File: src/pmc_pkg.sv
// Package for the power mode controller: register map, field positions, resets, modes.
// Assumes a 32-bit AXI4-Lite register bus and a single 50 MHz clock.
package pmc_pkg;
  // ==========================================
  // Register offsets (byte addresses)
  localparam logic [7:0] CTRL_OFS   = 8'h00;
  localparam logic [7:0] WAKEEN_OFS = 8'h04;
  localparam logic [7:0] GATE_OFS   = 8'h08;
  localparam logic [7:0] STAT_OFS   = 8'h0c;
  localparam logic [7:0] IRQST_OFS  = 8'h10;
  localparam logic [7:0] IRQMSK_OFS = 8'h14;
  localparam logic [7:0] PMRST_OFS  = 8'h18;
  // ==========================================
  // Control register fields
  localparam int CTRL_DEEP_BIT   = 0;
  localparam int CTRL_POWER_MODE_SELECT_BIT_BIT  = 1;
  localparam int CTRL_RAMX_BIT   = 2;
  localparam int CTRL_FAST_BIT   = 3;
  localparam int CTRL_LFSEL_BIT  = 4;
  // Wake source bit positions
  localparam int W_RTC_ALARM   = 0;
  localparam int W_RTC_FAIL    = 1;
  localparam int W_LPTIMER     = 2;
  localparam int W_SUPPLY_LOW  = 3;
  localparam int W_REG_LOW     = 4;
  localparam int W_CMP0        = 5;
  localparam int W_PIN_WAKE    = 6;
  localparam int W_PORT_MATCH  = 7;
  localparam int W_EXT_A       = 8;
  localparam int W_EXT_B       = 9;
  localparam int WAKE_W        = 10;
  // Interrupt status bits
  localparam int IRQ_WAKE_BIT  = 0;
  localparam int IRQ_ENTER_BIT = 1;
  localparam int IRQ_W         = 2;
  // Reset values
  localparam logic [31:0] CTRL_RST   = 32'h0000_0000;
  localparam logic [31:0] WAKEEN_RST = 32'h0000_0000;
  localparam logic [31:0] GATE_RST   = 32'hffff_ffff;
  localparam logic [31:0] PMRST_RST  = 32'h0000_0000;
  localparam logic [1:0]  RESP_OKAY   = 2'b00;
  localparam logic [1:0]  RESP_SLVERR = 2'b10;
  // Power modes as reported in status
  typedef enum logic [3:0] {
    PM0 = 4'h0, PM1 = 4'h1, PM2 = 4'h2, PM3 = 4'h3, PM9 = 4'h9
  } pmode_t;
endpackage

File: src/power_mode_controller.sv
// Power mode controller: sequences run, sleep, deep sleep and the reset-only lowest state.
// Assumes sleep requests from the core, wake and reset sources as asynchronous pins.
// Behaviour
// - After reset run in mode 0, everything clocked, fetching from flash.
// - Mode 1 keeps core and peripherals running, fetching from RAM without waits.
// - Mode 2 halts the core; enabled peripherals and bus clocks keep running.
// - In mode 2 peripheral-bus interrupts, including port events, wake the core.
// - Mode 3 halts both system bus clock and peripheral bus clock.
// - Mode 3 wakes only on enabled clock-free sources: RTC, timer, supply, regulator, comparator, pin wake.
// - With fast wake, mode 3 runs on slow clock, switches to fast oscillator on wake.
// - Entering mode 3 halts the fast oscillator into suspended low-power state.
// - Wait-for-interrupt or wait-for-event enters mode 2, 3 or 9 per configuration.
// - Mode 9 halts core, peripherals and all clocks; pins go low-power.
// - Mode 9 loses standard RAM; retention RAM stays valid.
// - Mode 9 is left only by a previously enabled reset source.
// - Each peripheral clock is individually gated by the clock gate control.
// - Timer, RTC alarm and failure, comparator and pin wake are wake sources.
//
// The placing of the registers and the AXI4-Lite interface to the registers were decided locally.
module power_mode_controller
  import pmc_pkg::*;
#(
  parameter int NPERIPH = 32,
  parameter int NRST    = 8
)(
  input  wire logic                aclk,
  input  wire logic                aresetn,
  input  wire logic [7:0]          s_axi_awaddr,
  input  wire logic                s_axi_awvalid,
  output logic                     s_axi_awready,
  input  wire logic [31:0]         s_axi_wdata,
  input  wire logic [3:0]          s_axi_wstrb,
  input  wire logic                s_axi_wvalid,
  output logic                     s_axi_wready,
  output logic [1:0]               s_axi_bresp,
  output logic                     s_axi_bvalid,
  input  wire logic                s_axi_bready,
  input  wire logic [7:0]          s_axi_araddr,
  input  wire logic                s_axi_arvalid,
  output logic                     s_axi_arready,
  output logic [31:0]              s_axi_rdata,
  output logic [1:0]               s_axi_rresp,
  output logic                     s_axi_rvalid,
  input  wire logic                s_axi_rready,
  input  wire logic                wfi_req,
  input  wire logic                wfe_req,
  input  wire logic                periph_irq,
  input  wire logic [WAKE_W-1:0]   wake_in,
  input  wire logic [NRST-1:0]     reset_src_in,
  output logic                     core_clk_en,
  output logic                     ahb_clk_en,
  output logic                     apb_clk_en,
  output logic [NPERIPH-1:0]       periph_clk_en,
  output logic                     fetch_from_ram,
  output logic                     fast_low_power_oscillator_en,
  output logic                     fast_low_power_oscillator_suspend,
  output logic                     low_freq_oscillator_sel,
  output logic                     rtc_timer_clock_sel,
  output logic                     pins_low_power,
  output logic                     std_ram_power,
  output logic                     retention_ram_power,
  output logic                     wake_reset_req,
  output logic [3:0]               power_mode,
  output logic                     irq
);
  // ==========================================
  // Input synchronisers
  logic [WAKE_W-1:0] wake_s1_r, wake_s2_r;
  logic [NRST-1:0]   rst_s1_r, rst_s2_r;
  logic [2:0]        cpu_s1_r, cpu_s2_r;

  always_ff @(posedge aclk) begin
    if (!aresetn) begin
      wake_s1_r <= '0;
      wake_s2_r <= '0;
      rst_s1_r  <= '0;
      rst_s2_r  <= '0;
      cpu_s1_r  <= '0;
      cpu_s2_r  <= '0;
    end else begin
      wake_s1_r <= wake_in;
      wake_s2_r <= wake_s1_r;
      rst_s1_r  <= reset_src_in;
      rst_s2_r  <= rst_s1_r;
      cpu_s1_r  <= {periph_irq, wfe_req, wfi_req};
      cpu_s2_r  <= cpu_s1_r;
    end
  end

  // ==========================================
  // Registers
  logic [31:0]        ctrl_r, wakeen_r, gate_r, pmrst_r;
  logic [IRQ_W-1:0]   irqst_r, irqmsk_r;
  pmode_t             mode_r, mode_nxt;
  logic               deep_sleep_request, power_mode_select_bit;

  assign deep_sleep_request    = ctrl_r[CTRL_DEEP_BIT];
  assign power_mode_select_bit = pmrst_r[0];

  // Run modes keep the core clocked
  function automatic logic is_run(input pmode_t m);
    return (m == PM0) || (m == PM1);
  endfunction

  function automatic logic [31:0] merge(input logic [31:0] old, input logic [31:0] d,
                                        input logic [3:0] be);
    logic [31:0] r;
    r = old;
    for (int i = 0; i < 4; i++) begin
      if (be[i]) r[i*8 +: 8] = d[i*8 +: 8];
    end
    return r;
  endfunction

  // ==========================================
  // AXI4-Lite write channel; address and data taken in either order
  logic        aw_held_r, w_held_r;
  logic [7:0]  awaddr_r;
  logic [31:0] wdata_r;
  logic [3:0]  wstrb_r;
  logic        do_write;

  assign s_axi_awready = !aw_held_r && !s_axi_bvalid;
  assign s_axi_wready  = !w_held_r && !s_axi_bvalid;
  assign do_write      = aw_held_r && w_held_r && !s_axi_bvalid;

  always_ff @(posedge aclk) begin
    if (!aresetn) begin
      aw_held_r <= 1'b0;
      w_held_r  <= 1'b0;
      awaddr_r  <= 8'h00;
      wdata_r   <= 32'h0000_0000;
      wstrb_r   <= 4'h0;
    end else begin
      if (s_axi_awvalid && s_axi_awready) begin
        aw_held_r <= 1'b1;
        awaddr_r  <= s_axi_awaddr;
      end else if (do_write) begin
        aw_held_r <= 1'b0;
      end
      if (s_axi_wvalid && s_axi_wready) begin
        w_held_r <= 1'b1;
        wdata_r  <= s_axi_wdata;
        wstrb_r  <= s_axi_wstrb;
      end else if (do_write) begin
        w_held_r <= 1'b0;
      end
    end
  end

  always_ff @(posedge aclk) begin
    if (!aresetn) begin
      s_axi_bvalid <= 1'b0;
      s_axi_bresp  <= RESP_OKAY;
    end else if (do_write) begin
      s_axi_bvalid <= 1'b1;
      s_axi_bresp  <= (awaddr_r == STAT_OFS || awaddr_r > PMRST_OFS || awaddr_r[1:0] != 2'b00)
                      ? RESP_SLVERR : RESP_OKAY;
    end else if (s_axi_bready) begin
      s_axi_bvalid <= 1'b0;
    end
  end

  // Software-written registers
  always_ff @(posedge aclk) begin
    if (!aresetn) begin
      ctrl_r   <= CTRL_RST;
      wakeen_r <= WAKEEN_RST;
      gate_r   <= GATE_RST;
      pmrst_r  <= PMRST_RST;
      irqmsk_r <= '0;
    end else if (do_write) begin
      case (awaddr_r)
        CTRL_OFS:   ctrl_r   <= merge(ctrl_r, wdata_r, wstrb_r);
        WAKEEN_OFS: wakeen_r <= merge(wakeen_r, wdata_r, wstrb_r);
        GATE_OFS:   gate_r   <= merge(gate_r, wdata_r, wstrb_r);
        PMRST_OFS:  pmrst_r  <= merge(pmrst_r, wdata_r, wstrb_r);
        IRQMSK_OFS: if (wstrb_r[0]) irqmsk_r <= wdata_r[IRQ_W-1:0];
        default: ;
      endcase
    end
  end

  // ==========================================
  // AXI4-Lite read channel
  logic        rd_take;
  logic [31:0] rd_val;
  assign s_axi_arready = !s_axi_rvalid;
  assign rd_take       = s_axi_arvalid && s_axi_arready;

  always_comb begin
    rd_val = 32'h0000_0000;
    case (s_axi_araddr)
      CTRL_OFS:   rd_val = ctrl_r;
      WAKEEN_OFS: rd_val = wakeen_r;
      GATE_OFS:   rd_val = gate_r;
      STAT_OFS:   rd_val = {28'h0000000, mode_r};
      IRQST_OFS:  rd_val = {{(32-IRQ_W){1'b0}}, irqst_r};
      IRQMSK_OFS: rd_val = {{(32-IRQ_W){1'b0}}, irqmsk_r};
      PMRST_OFS:  rd_val = pmrst_r;
      default:    rd_val = 32'h0000_0000;
    endcase
  end

  always_ff @(posedge aclk) begin
    if (!aresetn) begin
      s_axi_rvalid <= 1'b0;
      s_axi_rdata  <= 32'h0000_0000;
      s_axi_rresp  <= RESP_OKAY;
    end else if (rd_take) begin
      s_axi_rvalid <= 1'b1;
      s_axi_rdata  <= rd_val;
      s_axi_rresp  <= (s_axi_araddr > PMRST_OFS || s_axi_araddr[1:0] != 2'b00)
                      ? RESP_SLVERR : RESP_OKAY;
    end else if (s_axi_rready) begin
      s_axi_rvalid <= 1'b0;
    end
  end

  // ==========================================
  // Mode sequencer
  logic [WAKE_W-1:0] wake_lvl;
  logic sleep_cmd, wake_pm2, wake_pm3, reset_pm9;
  logic [WAKE_W-1:0] pm3_mask;

  assign wake_lvl  = wake_s2_r & wakeen_r[WAKE_W-1:0];
  assign sleep_cmd = cpu_s2_r[0] | cpu_s2_r[1];
  // Sources whose logic needs no peripheral bus clock
  assign pm3_mask  = WAKE_W'((1 << W_RTC_ALARM) | (1 << W_RTC_FAIL) | (1 << W_LPTIMER)
                     | (1 << W_SUPPLY_LOW) | (1 << W_REG_LOW) | (1 << W_CMP0)
                     | (1 << W_PIN_WAKE));
  // Any peripheral interrupt or enabled wake source, port events included
  assign wake_pm2  = cpu_s2_r[2] | (|wake_lvl);
  assign wake_pm3  = |(wake_lvl & pm3_mask);
  // Only reset sources armed in the power manager count
  assign reset_pm9 = |(rst_s2_r & pmrst_r[8 +: NRST]);

  always_comb begin
    mode_nxt = mode_r;
    case (mode_r)
      PM0, PM1: begin
        if (sleep_cmd) begin
          if (!deep_sleep_request) mode_nxt = PM2;
          else if (power_mode_select_bit) mode_nxt = PM9;
          else mode_nxt = PM3;
        end else begin
          mode_nxt = ctrl_r[CTRL_RAMX_BIT] ? PM1 : PM0;
        end
      end
      PM2: if (wake_pm2) mode_nxt = ctrl_r[CTRL_RAMX_BIT] ? PM1 : PM0;
      PM3: if (wake_pm3) mode_nxt = ctrl_r[CTRL_RAMX_BIT] ? PM1 : PM0;
      // No wake path other than an armed reset
      PM9: if (reset_pm9) mode_nxt = PM0;
      default: mode_nxt = PM0;
    endcase
  end

  always_ff @(posedge aclk) begin
    if (!aresetn) mode_r <= PM0;
    else mode_r <= mode_nxt;
  end

  // Armed reset leaves PM9 and asks for a device reset
  always_ff @(posedge aclk) begin
    if (!aresetn) wake_reset_req <= 1'b0;
    else wake_reset_req <= (mode_r == PM9) && reset_pm9;
  end

  // ==========================================
  // Clock, oscillator and power outputs
  logic running, in3, in9;
  assign running = is_run(mode_r);
  assign in3     = (mode_r == PM3);
  assign in9     = (mode_r == PM9);

  always_ff @(posedge aclk) begin
    if (!aresetn) begin
      core_clk_en    <= 1'b1;
      ahb_clk_en     <= 1'b1;
      apb_clk_en     <= 1'b1;
      periph_clk_en  <= '1;
      fetch_from_ram <= 1'b0;
      pins_low_power <= 1'b0;
      std_ram_power  <= 1'b1;
      power_mode     <= 4'h0;
    end else begin
      core_clk_en    <= running;
      ahb_clk_en     <= !in3 && !in9;
      apb_clk_en     <= !in3 && !in9;
      // Gating applies in modes 0, 1 and 2; deep modes 3 and 9 force all off
      periph_clk_en  <= (in3 || in9) ? '0 : gate_r[NPERIPH-1:0];
      fetch_from_ram <= (mode_r == PM1);
      pins_low_power <= in9;
      std_ram_power  <= !in9;
      power_mode     <= mode_r;
    end
  end
  assign retention_ram_power = 1'b1;

  // Fast wake: park on slow clock while in mode 3, fast oscillator resumes on wake
  always_ff @(posedge aclk) begin
    if (!aresetn) begin
      fast_low_power_oscillator_en      <= 1'b1;
      fast_low_power_oscillator_suspend <= 1'b0;
      low_freq_oscillator_sel           <= 1'b0;
      rtc_timer_clock_sel               <= 1'b0;
    end else begin
      fast_low_power_oscillator_en      <= !(in3 || in9);
      fast_low_power_oscillator_suspend <= in3;
      low_freq_oscillator_sel           <= in3 && ctrl_r[CTRL_FAST_BIT]
                                           && ctrl_r[CTRL_LFSEL_BIT];
      rtc_timer_clock_sel               <= in3 && ctrl_r[CTRL_FAST_BIT]
                                           && !ctrl_r[CTRL_LFSEL_BIT];
    end
  end

  // ==========================================
  // Interrupts: set on wake from mode 2 or 3 and on sleep entry; set wins over read clear
  logic [IRQ_W-1:0] irq_set;
  logic             irqst_rd;
  // Next mode is passed as an argument so the set terms follow every change of it
  always_comb begin
    irq_set                = '0;
    irq_set[IRQ_WAKE_BIT]  = (mode_r == PM2 || in3) && is_run(mode_nxt);
    irq_set[IRQ_ENTER_BIT] = running && !is_run(mode_nxt);
  end
  assign irqst_rd = rd_take && (s_axi_araddr == IRQST_OFS);

  always_ff @(posedge aclk) begin
    if (!aresetn) irqst_r <= '0;
    else irqst_r <= (irqst_rd ? '0 : irqst_r) | irq_set;
  end

  always_ff @(posedge aclk) begin
    if (!aresetn) irq <= 1'b0;
    else irq <= |(irqst_r & irqmsk_r);
  end
endmodule

File: config.mk
export PLATFORM = sky130hd
export DESIGN_NAME = power_mode_controller
export DESIGN_NICKNAME = d
export VERILOG_FILES = /design/src/pmc_pkg.sv /design/src/power_mode_controller.sv
export SDC_FILE = /design/constraint.sdc
export NUM_CORES = 1
export LEC_CHECK = 0
export BUFFER_PORTS_ARGS = -buffer_cell sky130_fd_sc_hd__buf_2
export CELL_PAD_IN_SITES_DETAIL_PLACEMENT = 0
export CELL_PAD_IN_SITES_GLOBAL_PLACEMENT = 1
export CORE_MARGIN = 5
export CORE_UTILIZATION = 30
export DETAILED_ROUTE_END_ITERATION = 10
export PLACE_DENSITY_LB_ADDON = 0.1
export REMOVE_ABC_BUFFERS = 1
export SLEW_MARGIN = 20
export SYNTH_ARGS = -nofsm -noshare
export SYNTH_HDL_FRONTEND = slang
export SYNTH_SLANG_ARGS = --single-unit
File: constraint.sdc
create_clock -name aclk -period 3.12 [get_ports aclk]
set_input_delay 0.156 -clock aclk [delete_from_list [all_inputs] [get_ports aclk]]
set_output_delay 0.156 -clock aclk [all_outputs]
set_load 0.03 [all_outputs]
==> reports/results.txt <==
Counting distinct cell types in the post-synthesis netlist gives 50. Power spread over the standard cell area amounts to 576.5 mW/mm2. The repair_antennas step left the layout with diodes totalling 0. The number of resized instances in the post-cts repair step is 0, and the total buffers and inverters traversed by the critical path is 1.

The number of pins with negative max-slew slack in the final report was 0; the area of all placed cells without fillers was 0.01517 mm2. Path type of the worst min-delay path: in -> reg. The tree is rooted in a clkbuf_16. The starting density of the core was 0.3024; the worst endpoint data arrival time was 2.43 ns. Setup repair after global routing left no endpoint under its margin.

For the data required time at the worst endpoint, the log shows 3.58 ns. Counting along the longest clock path gives a buffer depth of 3. The run gives 5 as the first-pass iteration count of the detailed router.

In this run, synthesis produced a sequential element count of 306. The tool flagged a number of max-cap violations equal to 0. Across the VDD grid, the largest voltage drop is 0.3043 mV. Routability-driven placement finished with a final weighted congestion of 0.7046. For the post-detailed-route count of antenna-violating nets, the log shows 0.

Counting stages on the worst path, the most repeated cell is nand2_1. Dividing the detail-routed wire length by the instance count gives 18.24 um. The critical path is of the reg -> reg type. TritonCTS built the clock tree. The biggest fanout along the worst timing path came out at 16. The tools report the aggregate global-route resource usage as 0.1590. TritonCTS created 38 clock buffers. The post-place instance area is 0.01331 mm2. The highest-delay cell along the critical path was nand2_1.

The logs give 0 for the initial antenna violation count and 1477 for the net total in the final layout. The wire length of the first global-routing pass is 54.28 mm. The Yosys step of the flow raised 0 warnings. The remaining max-slew budget at the tightest pin came out at 0.4678. Of all cell types, the one taking the most synthesized area is dfxtp_1. In this run the horizontal extent of the chip is 209.7 um. The clock arrives with 0.01267 ns of skew.

The overall power after layout is 8.748 mW, and the die footprint is 0.04396 mm2. The area growth from synthesis to layout is 26.88%, and the via count of the first global-routing pass is 8892. For this design the top-level I/O count stands at 170. The final clock period utilization by the worst path is 0.6322, and the maximum clock rate is 507.0 MHz. Synthesized area per cell: 10.18 um2. For the pin with the worst max-slew slack, the measured transition is 0.7963 ns.

The kind of cell with the highest combined delay along the critical path is simple AND/OR/NAND/NOR gates. The run gives 22.93 mm as the estimated wirelength of the detail-placed design. The flow ran to the end, and the final reports show no timing, DRC or antenna violations.

Fraction of final layout cells with drive strength greater than 1: 0.2099. Shortest clock period the worst path allows after layout: 1.972 ns. The worst hold path startpoint was s_axi_araddr[1]. The critical path goes through nor2_1 -> nand2_1 -> buf_4 -> nand2_1 -> a21boi_0. The library cells used most frequently in the layout, excluding fill and tap cells, are dfxtp_1, nand2_1, buf_2, mux2i_1, nor2b_1.

The clock drives 306 sinks. The launch point of the worst path was s_axi_bvalid. After floorplanning, the core was sized to cover 0.03955 mm2. The tools report the clock latency at the later pin of the worst-skew pair as 0.54 ns. After clock tree synthesis, the clock-pin slew on the worst setup and hold paths is 0.06 ns. After detailed routing, the number of vias per cell comes to 4.573.

The run gives 73 as the number of rows created at floorplan. Across all layers, the routed design uses 8895 vias. Setup violations remaining at the end of the flow were counted as 0. The instance count of the mapped netlist is 1175, and the number of input and output port buffers inserted is 166. The count of endpoints failing hold in the final timing report was 0. The worst setup path is captured at a register. For this run, the slowest stage of the critical path takes 0.61 ns. The area fraction of the dominant cell type after synthesis was 0.5122; the leakage power summed over all cells was 6.838 nW.

The worst setup path is launched from a register. Summed over all layers, the global routing overflow is 0. Wires add up to 35.49 mm. For the netlist area before placement, the log shows 0.01196 mm2. In this run the critical register-to-register path is launched from s_axi_bvalid. Leaving out fill and tap cells, the most frequent cell in the layout is dfxtp_1.

By area the synthesized netlist is led by dfxtp_1, mux2i_1, nand2_1. After the first detailed-routing iteration, the DRC count stood at 329. Entering global routing, the biggest net connects 107 pins. The remaining design rule violation count was 0. The die is 209.7 um tall. The logs give 0.5122 for the sequential-to-total area share from yosys stat and 2 for the CTS H-tree depth.
tightest hold or removal path, cell delays in order:
cell	delay, ns
buf_2	0.16
a311o_1	0.16
nor3_2	0.06
nor2_1	0.09
metrics by stage:
step | setup slack [ns] | TNS (ns) | cells | utilization | hold WS, ns
2_1_floorplan | -0.4995 | -31.88 | 1099 | - | 0.2179
3_3_place_gp | 1.120 | 0 | 1811 | 0.3365 | 0.3664
3_5_place_dp | 1.085 | 0 | 1811 | 0.3365 | 0.3653
4_1_cts | 1.062 | 0 | 1945 | 0.3836 | 0.07713
5_1_grt | 0.8926 | 0 | 1945 | 0.3837 | 0.1355
6_report | 1.148 | 0 | 1945 | 0.3837 | 0.1247
Yosys cell counts (all sizes together):
cell,n
o31ai,3
nand2b,6
mux2,30
a21boi,48
a21oi,37
a211oi,2
nand3,24
conb,2
a211o,1
a22oi,29
a311o,1
or3b,1
o21ai,38
xnor2,1
a31oi,3
nand3b,2
nor2,10
and4,1
o311ai,1
a222oi,10
and4b,4
o21bai,1
a2bb2oi,21
o211a,1
o32ai,1
buf,30
nand2,167
clkbuf,48
nor4b,5
or3,4
and2,50
mux2i,134
nor2b,99
mux4,1
and3,1
nor4,4
inv,40
nor3,7
dfxtp,306
nand4bb,1
final cells by class:
type / instances / area [um2]
clock buffer: 53 / 1069
timing repair buffer: 258 / 1730
clock inverter: 10 / 85.08
tap: 525 / 656.9
inverter: 40 / 150.1
multi-input combinational: 753 / 5356
sequential: 306 / 6126
fill: 4079 / 24380
layer usage:
metal | routed length (um) | GRT usage | up-vias
li1 | - | - | 4456
met1 | 17050 | 0.2207 | 4225
met2 | 16180 | 0.2540 | 170
met3 | 1648 | 0.03498 | 44
met4 | 607 | 0.03690 | 0
met5 | 0 | 0 | -
registers in the layout, summed over array words and instances, names as in the netlist, 2 cells and up:
signal	flops
mode_r	4
gate_r	32
pmrst_r	32
cpu_s2_r	3
irqmsk_r	2
wake_s1_r	10
wake_s2_r	10
power_mode	4
periph_clk_en	32
ctrl_r	32
rst_s2_r	8
s_axi_rdata	32
wakeen_r	32
wdata_r	32
rst_s1_r	8
wstrb_r	4
awaddr_r	8
cpu_s1_r	3
irqst_r	2
cells by family (layout without fill, tap and decap cells):
| group | Yosys count | count (layout) | synth area share |
|---|---|---|---|
| and+or+nand+nor | 386 | 386 | 0.1885 |
| other | 2 | 4 | 0.0006280 |
| DFF | 306 | 306 | 0.5122 |
| buffers and inverters | 118 | 361 | 0.04290 |
| AOI/OAI and AO/OA | 197 | 197 | 0.1127 |
| xor gates and xnor gates | 1 | 1 | 0.0007325 |
| muxes | 165 | 165 | 0.1423 |
power breakdown:
group | switching, mW | internal, mW
Clock | 1.67 | 2.46
Sequential | 0.0739 | 3.98
Combinational | 0.314 | 0.243
Total | 2.06 | 6.69
worst paths after layout:
path | cells after the start | slack [ns] | endpoint
worst min-delay path | 4 | 0.12 | s_axi_rresp[1]
worst min register to register | 1 | 0.43 | wake_s2_r[5]
worst max-delay path | 5 | 1.15 | wdata_r[11]
worst max register to register | 5 | 1.15 | wdata_r[11]
timing repair:
action                    CTS  global route
setup buffers               0             0
hold buffers               71             0
hold endpoints to repair   73             0
(Power assumes the default switching activity.)
